File: src/rtl/dra_pkg.sv
// Package of constants for the display addressing command decoder
// Notes on behaviour
// - Command 00h-0Fh loads its low nibble into page-mode column start low nibble.
// - Command 10h-1Fh loads its low nibble into page-mode column start high nibble.
// - Command 20h takes one byte; low two bits 00b horizontal, 01b vertical.
// - Mode code 10b is page addressing, the mode after reset.
// - Command 21h takes column start then column end, each 0 to 127.
// - Column range resets to start 0, end 127.
// - Command 22h takes page start then page end, each 3 bits.
// - Page range resets to start 0, end 7.
// - Command B0h-B7h loads its low three bits as page-mode start page.
package dra_pkg;
  localparam logic [1:0] MODE_HORIZ = 2'h0;
  localparam logic [1:0] MODE_VERT = 2'h1;
  localparam logic [1:0] MODE_PAGE = 2'h2;
  localparam logic [1:0] MODE_BAD = 2'h3;
  localparam logic [7:0] CMD_MODE = 8'h20;
  localparam logic [7:0] CMD_COLS = 8'h21;
  localparam logic [7:0] CMD_PAGES = 8'h22;
  localparam logic [3:0] GRP_COL_LO = 4'h0;
  localparam logic [3:0] GRP_COL_HI = 4'h1;
  localparam logic [4:0] GRP_PAGE_SET = 5'h16;
  localparam logic [6:0] COL_START_RST = 7'h00;
  localparam logic [6:0] COL_END_RST = 7'h7f;
  localparam logic [2:0] PAGE_START_RST = 3'h0;
  localparam logic [2:0] PAGE_END_RST = 3'h7;
  localparam logic [3:0] NIBBLE_RST = 4'h0;
  typedef enum logic [2:0] {
    DRA_IDLE = 3'b000,
    DRA_MODE_ARG = 3'b001,
    DRA_COL_A = 3'b010,
    DRA_COL_B = 3'b011,
    DRA_PAGE_A = 3'b100,
    DRA_PAGE_B = 3'b101
  } dra_state_t;
endpackage

File: src/rtl/dra_opcode_class.sv
// Single-byte opcode classifier for the addressing commands
`timescale 1ns/1ps
module dra_opcode_class
  import dra_pkg::*;
(
  // Command byte
  input wire logic [7:0] byte_i,
  // Classification
  output logic col_lo_o,
  output logic col_hi_o,
  output logic page_set_o
);
  always_comb begin
    col_lo_o = (byte_i[7:4] == GRP_COL_LO);
    col_hi_o = (byte_i[7:4] == GRP_COL_HI);
    page_set_o = (byte_i[7:3] == GRP_PAGE_SET);
  end
endmodule // dra_opcode_class

File: src/rtl/dra_addr_cmd.sv
// Addressing command decoder: mode, column and page pointers
`timescale 1ns/1ps
module dra_addr_cmd
  import dra_pkg::*;
(
  // Clock and reset
  input wire logic ref_clk_i,
  input wire logic resetn_i,
  // Command byte stream, one byte per cycle while valid
  input wire logic byte_valid_i,
  input wire logic [7:0] byte_i,
  // Addressing state
  output logic [1:0] addr_mode_o,
  output logic [6:0] col_start_o,
  output logic [6:0] col_end_o,
  output logic [2:0] page_start_o,
  output logic [2:0] page_end_o,
  output logic [3:0] pm_col_lo_o,
  output logic [3:0] pm_col_hi_o,
  output logic [2:0] pm_page_o,
  output logic busy_o
);
  ////////////////////////////////////////////////////////////////////////////
  dra_state_t state_reg, state_next;
  logic [1:0] mode_reg, mode_next;
  logic [6:0] cs_reg, cs_next, ce_reg, ce_next;
  logic [2:0] ps_reg, ps_next, pe_reg, pe_next;
  logic [3:0] lo_reg, lo_next, hi_reg, hi_next;
  logic [2:0] pm_reg, pm_next;
  logic busy_reg, busy_next;
  logic is_lo, is_hi, is_pg;

  dra_opcode_class u_class (
    .byte_i(byte_i),
    .col_lo_o(is_lo),
    .col_hi_o(is_hi),
    .page_set_o(is_pg)
  );

  ////////////////////////////////////////////////////////////////////////////
  // Nibble and page commands are accepted in any mode; the host keeps to page mode
  always_comb begin
    state_next = state_reg;
    mode_next = mode_reg;
    cs_next = cs_reg;
    ce_next = ce_reg;
    ps_next = ps_reg;
    pe_next = pe_reg;
    lo_next = lo_reg;
    hi_next = hi_reg;
    pm_next = pm_reg;
    if (byte_valid_i) begin
      unique case (state_reg)
        DRA_IDLE: begin
          if (byte_i == CMD_MODE) state_next = DRA_MODE_ARG;
          else if (byte_i == CMD_COLS) state_next = DRA_COL_A;
          else if (byte_i == CMD_PAGES) state_next = DRA_PAGE_A;
          else if (is_lo) lo_next = byte_i[3:0];
          else if (is_hi) hi_next = byte_i[3:0];
          else if (is_pg) pm_next = byte_i[2:0];
        end
        DRA_MODE_ARG: begin
          // Invalid code keeps the old mode
          if (byte_i[1:0] != MODE_BAD) mode_next = byte_i[1:0];
          state_next = DRA_IDLE;
        end
        DRA_COL_A: begin
          cs_next = byte_i[6:0];
          state_next = DRA_COL_B;
        end
        DRA_COL_B: begin
          ce_next = byte_i[6:0];
          state_next = DRA_IDLE;
        end
        DRA_PAGE_A: begin
          ps_next = byte_i[2:0];
          state_next = DRA_PAGE_B;
        end
        DRA_PAGE_B: begin
          pe_next = byte_i[2:0];
          state_next = DRA_IDLE;
        end
        default: state_next = DRA_IDLE;
      endcase
    end
    // Busy is registered so that no output comes from a decode of state
    busy_next = (state_next != DRA_IDLE);
  end

  always_ff @(posedge ref_clk_i or negedge resetn_i) begin
    if (!resetn_i) begin
      state_reg <= DRA_IDLE;
      mode_reg <= MODE_PAGE;
      cs_reg <= COL_START_RST;
      ce_reg <= COL_END_RST;
      ps_reg <= PAGE_START_RST;
      pe_reg <= PAGE_END_RST;
      lo_reg <= NIBBLE_RST;
      hi_reg <= NIBBLE_RST;
      pm_reg <= PAGE_START_RST;
      busy_reg <= 1'b0;
    end else begin
      state_reg <= state_next;
      mode_reg <= mode_next;
      cs_reg <= cs_next;
      ce_reg <= ce_next;
      ps_reg <= ps_next;
      pe_reg <= pe_next;
      lo_reg <= lo_next;
      hi_reg <= hi_next;
      pm_reg <= pm_next;
      busy_reg <= busy_next;
    end
  end

  assign addr_mode_o = mode_reg;
  assign col_start_o = cs_reg;
  assign col_end_o = ce_reg;
  assign page_start_o = ps_reg;
  assign page_end_o = pe_reg;
  assign pm_col_lo_o = lo_reg;
  assign pm_col_hi_o = hi_reg;
  assign pm_page_o = pm_reg;
  assign busy_o = busy_reg;

  ////////////////////////////////////////////////////////////////////////////
  // Argument capture
  mode_load_a: assert property (@(posedge ref_clk_i) disable iff (!resetn_i)
    state_reg == DRA_MODE_ARG && byte_valid_i && byte_i[1:0] != MODE_BAD
    |=> mode_reg == $past(byte_i[1:0]))
    else $error("mode not loaded");
  mode_bad_a: assert property (@(posedge ref_clk_i) disable iff (!resetn_i)
    state_reg == DRA_MODE_ARG && byte_valid_i && byte_i[1:0] == MODE_BAD
    |=> $stable(mode_reg))
    else $error("invalid mode changed state");
  mode_legal_a: assert property (@(posedge ref_clk_i) disable iff (!resetn_i)
    mode_reg != MODE_BAD)
    else $error("illegal mode held");
  col_pair_a: assert property (@(posedge ref_clk_i) disable iff (!resetn_i)
    state_reg == DRA_IDLE && byte_valid_i && byte_i == CMD_COLS
    ##1 byte_valid_i ##1 byte_valid_i
    |=> cs_reg == $past(byte_i[6:0], 2) && ce_reg == $past(byte_i[6:0]))
    else $error("column pair wrong");
  page_pair_a: assert property (@(posedge ref_clk_i) disable iff (!resetn_i)
    state_reg == DRA_IDLE && byte_valid_i && byte_i == CMD_PAGES
    ##1 byte_valid_i ##1 byte_valid_i
    |=> ps_reg == $past(byte_i[2:0], 2) && pe_reg == $past(byte_i[2:0]))
    else $error("page pair wrong");
  nib_lo_a: assert property (@(posedge ref_clk_i) disable iff (!resetn_i)
    state_reg == DRA_IDLE && byte_valid_i && byte_i[7:4] == GRP_COL_LO
    |=> lo_reg == $past(byte_i[3:0]) && $stable(hi_reg))
    else $error("low nibble wrong");
  nib_hi_a: assert property (@(posedge ref_clk_i) disable iff (!resetn_i)
    state_reg == DRA_IDLE && byte_valid_i && byte_i[7:4] == GRP_COL_HI
    |=> hi_reg == $past(byte_i[3:0]) && $stable(lo_reg))
    else $error("high nibble wrong");
  pm_page_a: assert property (@(posedge ref_clk_i) disable iff (!resetn_i)
    state_reg == DRA_IDLE && byte_valid_i && byte_i[7:3] == GRP_PAGE_SET
    |=> pm_reg == $past(byte_i[2:0]))
    else $error("page-mode page wrong");
  arg_stable_a: assert property (@(posedge ref_clk_i) disable iff (!resetn_i)
    state_reg == DRA_COL_A && byte_valid_i |=> $stable(lo_reg) && $stable(mode_reg))
    else $error("argument leaked to other state");

  // Registers that only their own command may move
  mode_hold_a: assert property (@(posedge ref_clk_i) disable iff (!resetn_i)
    !(state_reg == DRA_MODE_ARG && byte_valid_i) |=> $stable(mode_reg))
    else $error("mode changed without argument");
  cstart_hold_a: assert property (@(posedge ref_clk_i) disable iff (!resetn_i)
    !(state_reg == DRA_COL_A && byte_valid_i) |=> $stable(cs_reg))
    else $error("column start moved");
  cend_hold_a: assert property (@(posedge ref_clk_i) disable iff (!resetn_i)
    !(state_reg == DRA_COL_B && byte_valid_i) |=> $stable(ce_reg))
    else $error("column end moved");
  pstart_hold_a: assert property (@(posedge ref_clk_i) disable iff (!resetn_i)
    !(state_reg == DRA_PAGE_A && byte_valid_i) |=> $stable(ps_reg))
    else $error("page start moved");
  pend_hold_a: assert property (@(posedge ref_clk_i) disable iff (!resetn_i)
    !(state_reg == DRA_PAGE_B && byte_valid_i) |=> $stable(pe_reg))
    else $error("page end moved");
  lo_hold_a: assert property (@(posedge ref_clk_i) disable iff (!resetn_i)
    !(state_reg == DRA_IDLE && byte_valid_i && byte_i[7:4] == GRP_COL_LO) |=> $stable(lo_reg))
    else $error("low nibble moved");
  hi_hold_a: assert property (@(posedge ref_clk_i) disable iff (!resetn_i)
    !(state_reg == DRA_IDLE && byte_valid_i && byte_i[7:4] == GRP_COL_HI) |=> $stable(hi_reg))
    else $error("high nibble moved");
  pm_hold_a: assert property (@(posedge ref_clk_i) disable iff (!resetn_i)
    !(state_reg == DRA_IDLE && byte_valid_i && byte_i[7:3] == GRP_PAGE_SET) |=> $stable(pm_reg))
    else $error("page-mode page moved");
  arg_not_cmd_a: assert property (@(posedge ref_clk_i) disable iff (!resetn_i)
    state_reg == DRA_PAGE_B && byte_valid_i
    |=> $stable(lo_reg) && $stable(hi_reg) && $stable(pm_reg))
    else $error("parameter decoded as command");

  // Sequencing of the parameter bytes
  mode_enter_a: assert property (@(posedge ref_clk_i) disable iff (!resetn_i)
    state_reg == DRA_IDLE && byte_valid_i && byte_i == CMD_MODE |=> state_reg == DRA_MODE_ARG)
    else $error("mode command not taken");
  col_enter_a: assert property (@(posedge ref_clk_i) disable iff (!resetn_i)
    state_reg == DRA_IDLE && byte_valid_i && byte_i == CMD_COLS |=> state_reg == DRA_COL_A)
    else $error("column command not taken");
  page_enter_a: assert property (@(posedge ref_clk_i) disable iff (!resetn_i)
    state_reg == DRA_IDLE && byte_valid_i && byte_i == CMD_PAGES |=> state_reg == DRA_PAGE_A)
    else $error("page command not taken");
  col_step_a: assert property (@(posedge ref_clk_i) disable iff (!resetn_i)
    state_reg == DRA_COL_A && byte_valid_i |=> state_reg == DRA_COL_B)
    else $error("column end not awaited");
  page_step_a: assert property (@(posedge ref_clk_i) disable iff (!resetn_i)
    state_reg == DRA_PAGE_A && byte_valid_i |=> state_reg == DRA_PAGE_B)
    else $error("page end not awaited");
  mode_exit_a: assert property (@(posedge ref_clk_i) disable iff (!resetn_i)
    state_reg == DRA_MODE_ARG && byte_valid_i |=> state_reg == DRA_IDLE)
    else $error("mode argument not closed");
  col_exit_a: assert property (@(posedge ref_clk_i) disable iff (!resetn_i)
    state_reg == DRA_COL_B && byte_valid_i |=> state_reg == DRA_IDLE)
    else $error("column command not closed");
  page_exit_a: assert property (@(posedge ref_clk_i) disable iff (!resetn_i)
    state_reg == DRA_PAGE_B && byte_valid_i |=> state_reg == DRA_IDLE)
    else $error("page command not closed");
  arg_wait_a: assert property (@(posedge ref_clk_i) disable iff (!resetn_i)
    state_reg != DRA_IDLE && !byte_valid_i |=> $stable(state_reg))
    else $error("pending argument dropped");
  busy_flag_a: assert property (@(posedge ref_clk_i) disable iff (!resetn_i)
    busy_o == (state_reg != DRA_IDLE))
    else $error("busy flag out of step");
endmodule // dra_addr_cmd

File: config.mk
export PLATFORM = sky130hd
export DESIGN_NAME = dra_addr_cmd
export DESIGN_NICKNAME = d
export VERILOG_FILES = /design/src/rtl/dra_pkg.sv /design/src/rtl/dra_opcode_class.sv /design/src/rtl/dra_addr_cmd.sv
export SDC_FILE = /design/constraint.sdc
export NUM_CORES = 1
export LEC_CHECK = 0
export ABC_AREA = 1
export ABC_CLOCK_PERIOD_IN_PS = 3000
export BUFFER_PORTS_ARGS = -buffer_cell sky130_fd_sc_hd__buf_4
export CORE_MARGIN = 2
export CORE_UTILIZATION = 55
export DETAILED_ROUTE_END_ITERATION = 8
export PLACE_DENSITY = 0.83
export SLEW_MARGIN = 25
export SYNTH_ARGS = -nofsm -noshare
export SYNTH_HDL_FRONTEND = slang
export SYNTH_HIERARCHICAL = 1
export SYNTH_SLANG_ARGS = --single-unit
File: constraint.sdc
create_clock -name ref_clk_i -period 3 [get_ports ref_clk_i]
set_input_delay 0.75 -clock ref_clk_i [delete_from_list [all_inputs] [get_ports ref_clk_i]]
set_output_delay 0.75 -clock ref_clk_i [all_outputs]
set_load 0.03 [all_outputs]
==> impl_metrics.env <==
export IMPL_slew_worst_pin_ns=0.524
export IMPL_r2r_start="state_reg[1]"
export IMPL_number_of_global_route_vias_before_repair=1223
export IMPL_last_element_of_the_critical_path="addr_mode_o[1]"
export IMPL_setup_viol=0
export IMPL_critPathRequiredTime_ns=2.25
export IMPL_ys_warnings_count=6
export IMPL_io_buffer_count=44
export IMPL_grt_setup_unrepaired="no"
export IMPL_ctsLongestPathBuffers=2
export IMPL_synth_largest_type_area_fraction_pct=38.8
export IMPL_post_cts_setup_buffers=0
export IMPL_timing_max_slew_rel_slack_pct=64.9
export IMPL_synth_largest_area_cell="sky130_fd_sc_hd__dfrtp_1"
export IMPL_r2r_slack_ns=1.55
export IMPL_floorplan_io_pins=45
export IMPL_die_area_um2=3500
export IMPL_slew_viol_final=0
export IMPL_avgRoutedWirePerCell_um=12.6
export IMPL_die_h_um=59.2
export IMPL_num_vias=1396
export IMPL_place_congestion=0.884
export IMPL_timing_critical_path_slowest_cell_delay_ns=0.55
export IMPL_wirelength_um=3520
export IMPL_cts_tree="built"
export IMPL_cp_num_cells=1
export IMPL_layout_drive_gt1_share_pct=33.9
export IMPL_total_number_of_clock_tree_sinks=37
export IMPL_synth_most_common_cell="sky130_fd_sc_hd__nand2_1"
export IMPL_cpLargestDelayFamily="flip-flops"
export IMPL_grt_max_degree=38
export IMPL_clkLatencyLatePin_ns=0.35
export IMPL_hold_path_class="input port to asynchronous set/reset pin"
export IMPL_startpoint="addr_mode_o[1]"
export IMPL_route_antenna_remaining_nets=0
export IMPL_num_nets_final=255
export IMPL_overflow=0
export IMPL_total_power_mw=2.03
export IMPL_detail_route_wirelength_met1_um=1560
export IMPL_layout_area_overhead_vs_synth_pct=25.3
export IMPL_power_ir_vdd_worst_mv=0.691
export IMPL_worst_clock_skew_ns=0.00845
export IMPL_synth_top_cells_by_area="sky130_fd_sc_hd__dfrtp_1, sky130_fd_sc_hd__dfstp_2, sky130_fd_sc_hd__nand2_1, sky130_fd_sc_hd__o21ai_0, sky130_fd_sc_hd__o21ai_1"
export IMPL_core_um2=2980
export IMPL_postSynthAreaPerCell_um2=8.55
export IMPL_die_width_um=59.2
export IMPL_regToRegEndpoint="pm_page_o[0]"
export IMPL_syn_nets=207
export IMPL_detailroute_wirelength_met2_um=1690
export IMPL_cts_resized_gates=0
export IMPL_cp_end_kind="output port"
export IMPL_drt_first_pass_iters=4
export IMPL_avgViaCountPerCell=5.02
export IMPL_met3_wirelength_um=185
export IMPL_routed_top_layer="met4"
export IMPL_worstRegToRegCells=8
export IMPL_synth_commonest_cells="sky130_fd_sc_hd__nand2_1, sky130_fd_sc_hd__dfrtp_1, sky130_fd_sc_hd__inv_1, sky130_fd_sc_hd__o21ai_0, sky130_fd_sc_hd__o21ai_1"
export IMPL_final_setup_tns_ns=0
export IMPL_critical_path_class="flip-flop to output port"
export IMPL_placement_rows=20
export IMPL_period_needed_ns=1.81
export IMPL_synthDistinctLibCells=22
export IMPL_diodes=0
export IMPL_number_of_synthesized_flops_with_an_enable_pin=0
export IMPL_sequential_share_of_the_synthesized_area_pct=56.1
export IMPL_dominantRegCellSynth="sky130_fd_sc_hd__dfrtp_1"
export IMPL_max_cap_violations=0
export IMPL_power_per_cell_area_nw_per_um2=968
export IMPL_worst_path_cell_trace="buf_4"
export IMPL_timing_critical_path_fanout_max=2
export IMPL_finalHoldViolCount=0
export IMPL_place_hpwl_um=2600
export IMPL_worst_ep_arrival_time_ns=1.06
export IMPL_synth_seq_cells=37
export IMPL_worstSetupStartpointType="flip-flop"
export IMPL_total_leakage_power_nw=1.11
export IMPL_cts_hold_buf=0
export IMPL_post_synth_inst_count=196
export IMPL_cts_made_buffers=5
export IMPL_initial_cell_density_of_the_core_pct=56.3
export IMPL_finalCoreUtilization_pct=70.5
export IMPL_achievable_frequency_mhz=552
export IMPL_slowest_stage="sky130_fd_sc_hd__dfstp_2"
export IMPL_final_fill_count=258
export IMPL_synth_area_um2=1680
export IMPL_run_status="completed"
export IMPL_root_buffer="sky130_fd_sc_hd__clkbuf_4"
export IMPL_drt_iter0_drc=59
export IMPL_fin_crit_sh_pct=60.4
export IMPL_cts_htree_levels=2
export IMPL_grt_pass1_wl_um=5800
export IMPL_drt_drc_violations_left=0
export IMPL_antenna_found_initial=0
export IMPL_worstPathBufferInverterCount=1
export IMPL_global_route_usage_sum_pct=22.8
export IMPL_clk_pin_slew_worst_setup_hold_paths_ns=0.11
export IMPL_ffs_w_async_s_r_synth_pct=100
## cell usage in the layout (no fill, tap or decap)
master,count
sky130_fd_sc_hd__nand3_1,5
sky130_fd_sc_hd__nand3_2,1
sky130_fd_sc_hd__o2111ai_1,1
sky130_fd_sc_hd__nor2_8,1
sky130_fd_sc_hd__inv_1,16
sky130_fd_sc_hd__nor2_1,12
sky130_fd_sc_hd__nor2_4,1
sky130_fd_sc_hd__dfstp_2,11
sky130_fd_sc_hd__buf_4,44
sky130_fd_sc_hd__nand2_2,5
sky130_fd_sc_hd__nor3_2,1
sky130_fd_sc_hd__clkinv_2,1
sky130_fd_sc_hd__o21ai_0,16
sky130_fd_sc_hd__clkbuf_8,2
sky130_fd_sc_hd__nor2_2,1
sky130_fd_sc_hd__dfrtp_1,26
sky130_fd_sc_hd__nand4_1,5
sky130_fd_sc_hd__nand2_4,2
sky130_fd_sc_hd__nor4_1,1
sky130_fd_sc_hd__a21oi_1,1
sky130_fd_sc_hd__clkbuf_4,5
sky130_fd_sc_hd__nand2_1,64
sky130_fd_sc_hd__inv_2,8
sky130_fd_sc_hd__o21ai_1,15
## through the flow
step / hold WS, ns / instance area (um2) / instances / setup slack [ns]
5_1_grt: 0.351 / 2100 / 278 / 1.15
4_1_cts: 0.330 / 2100 / 278 / 1.17
2_1_floorplan: 0.454 / 1680 / 196 / 1.21
3_5_place_dp: 0.461 / 2030 / 270 / 0.942
3_3_place_gp: 0.460 / 2030 / 270 / 1.01
6_report: 0.325 / 2100 / 278 / 1.19
## per-layer routing
metal / vias up / track usage [%]
li1: 720 / -
met1: 625 / 30.8
met2: 45 / 34.5
met3: 6 / 6.55
met4: 0 / 9.74
met5: - / 0
## cell families after synthesis
group                  count (synthesis)  share of synthesized area, %
AO/OA/AOI/OAI                         33                          10.1
buffers and inverters                 27                          6.42
flip-flops                            37                          56.1
AND/OR/NAND/NOR                       99                          27.4
## worst min-delay path by stage
stage | startpoint | to | cells past startpoint
2_1_floorplan | resetn_i | addr_mode_o[0] | 0
3_3_place_gp | pm_col_lo_o[0] | pm_col_lo_o[0] | 2
3_5_place_dp | pm_col_lo_o[1] | pm_col_lo_o[1] | 2
4_1_cts | resetn_i | state_reg[2] | 1
5_1_grt | resetn_i | col_start_o[6] | 1
6_report | resetn_i | state_reg[2] | 1
## final cells by class
type / instances / area, um2 / area share (%)
Sequential cell: 37 / 940 / 44.8
Multi-Input combinational cell: 132 / 628 / 29.9
Timing Repair Buffer: 44 / 330 / 15.7
Inverter: 24 / 90.1 / 4.29
Clock buffer: 7 / 65.1 / 3.10
Tap cell: 33 / 41.3 / 1.97
Clock inverter: 1 / 5.00 / 0.238
## report_power, final
part	internal, mW	total, mW	switching, mW
Clock	0.136	0.300	0.164
Combinational	0.319	0.917	0.598
Sequential	0.705	0.814	0.109
## worst reg2reg max path: cells and delay by family (launching register included)
family	cells	cell delay, ns
AND/OR/NAND/NOR	6	0.72
AO/OA/AOI/OAI	1	0.06
buffers and inverters	1	0.11
flip-flops	1	0.45
Note: power is estimated with default switching activity, not from simulation.
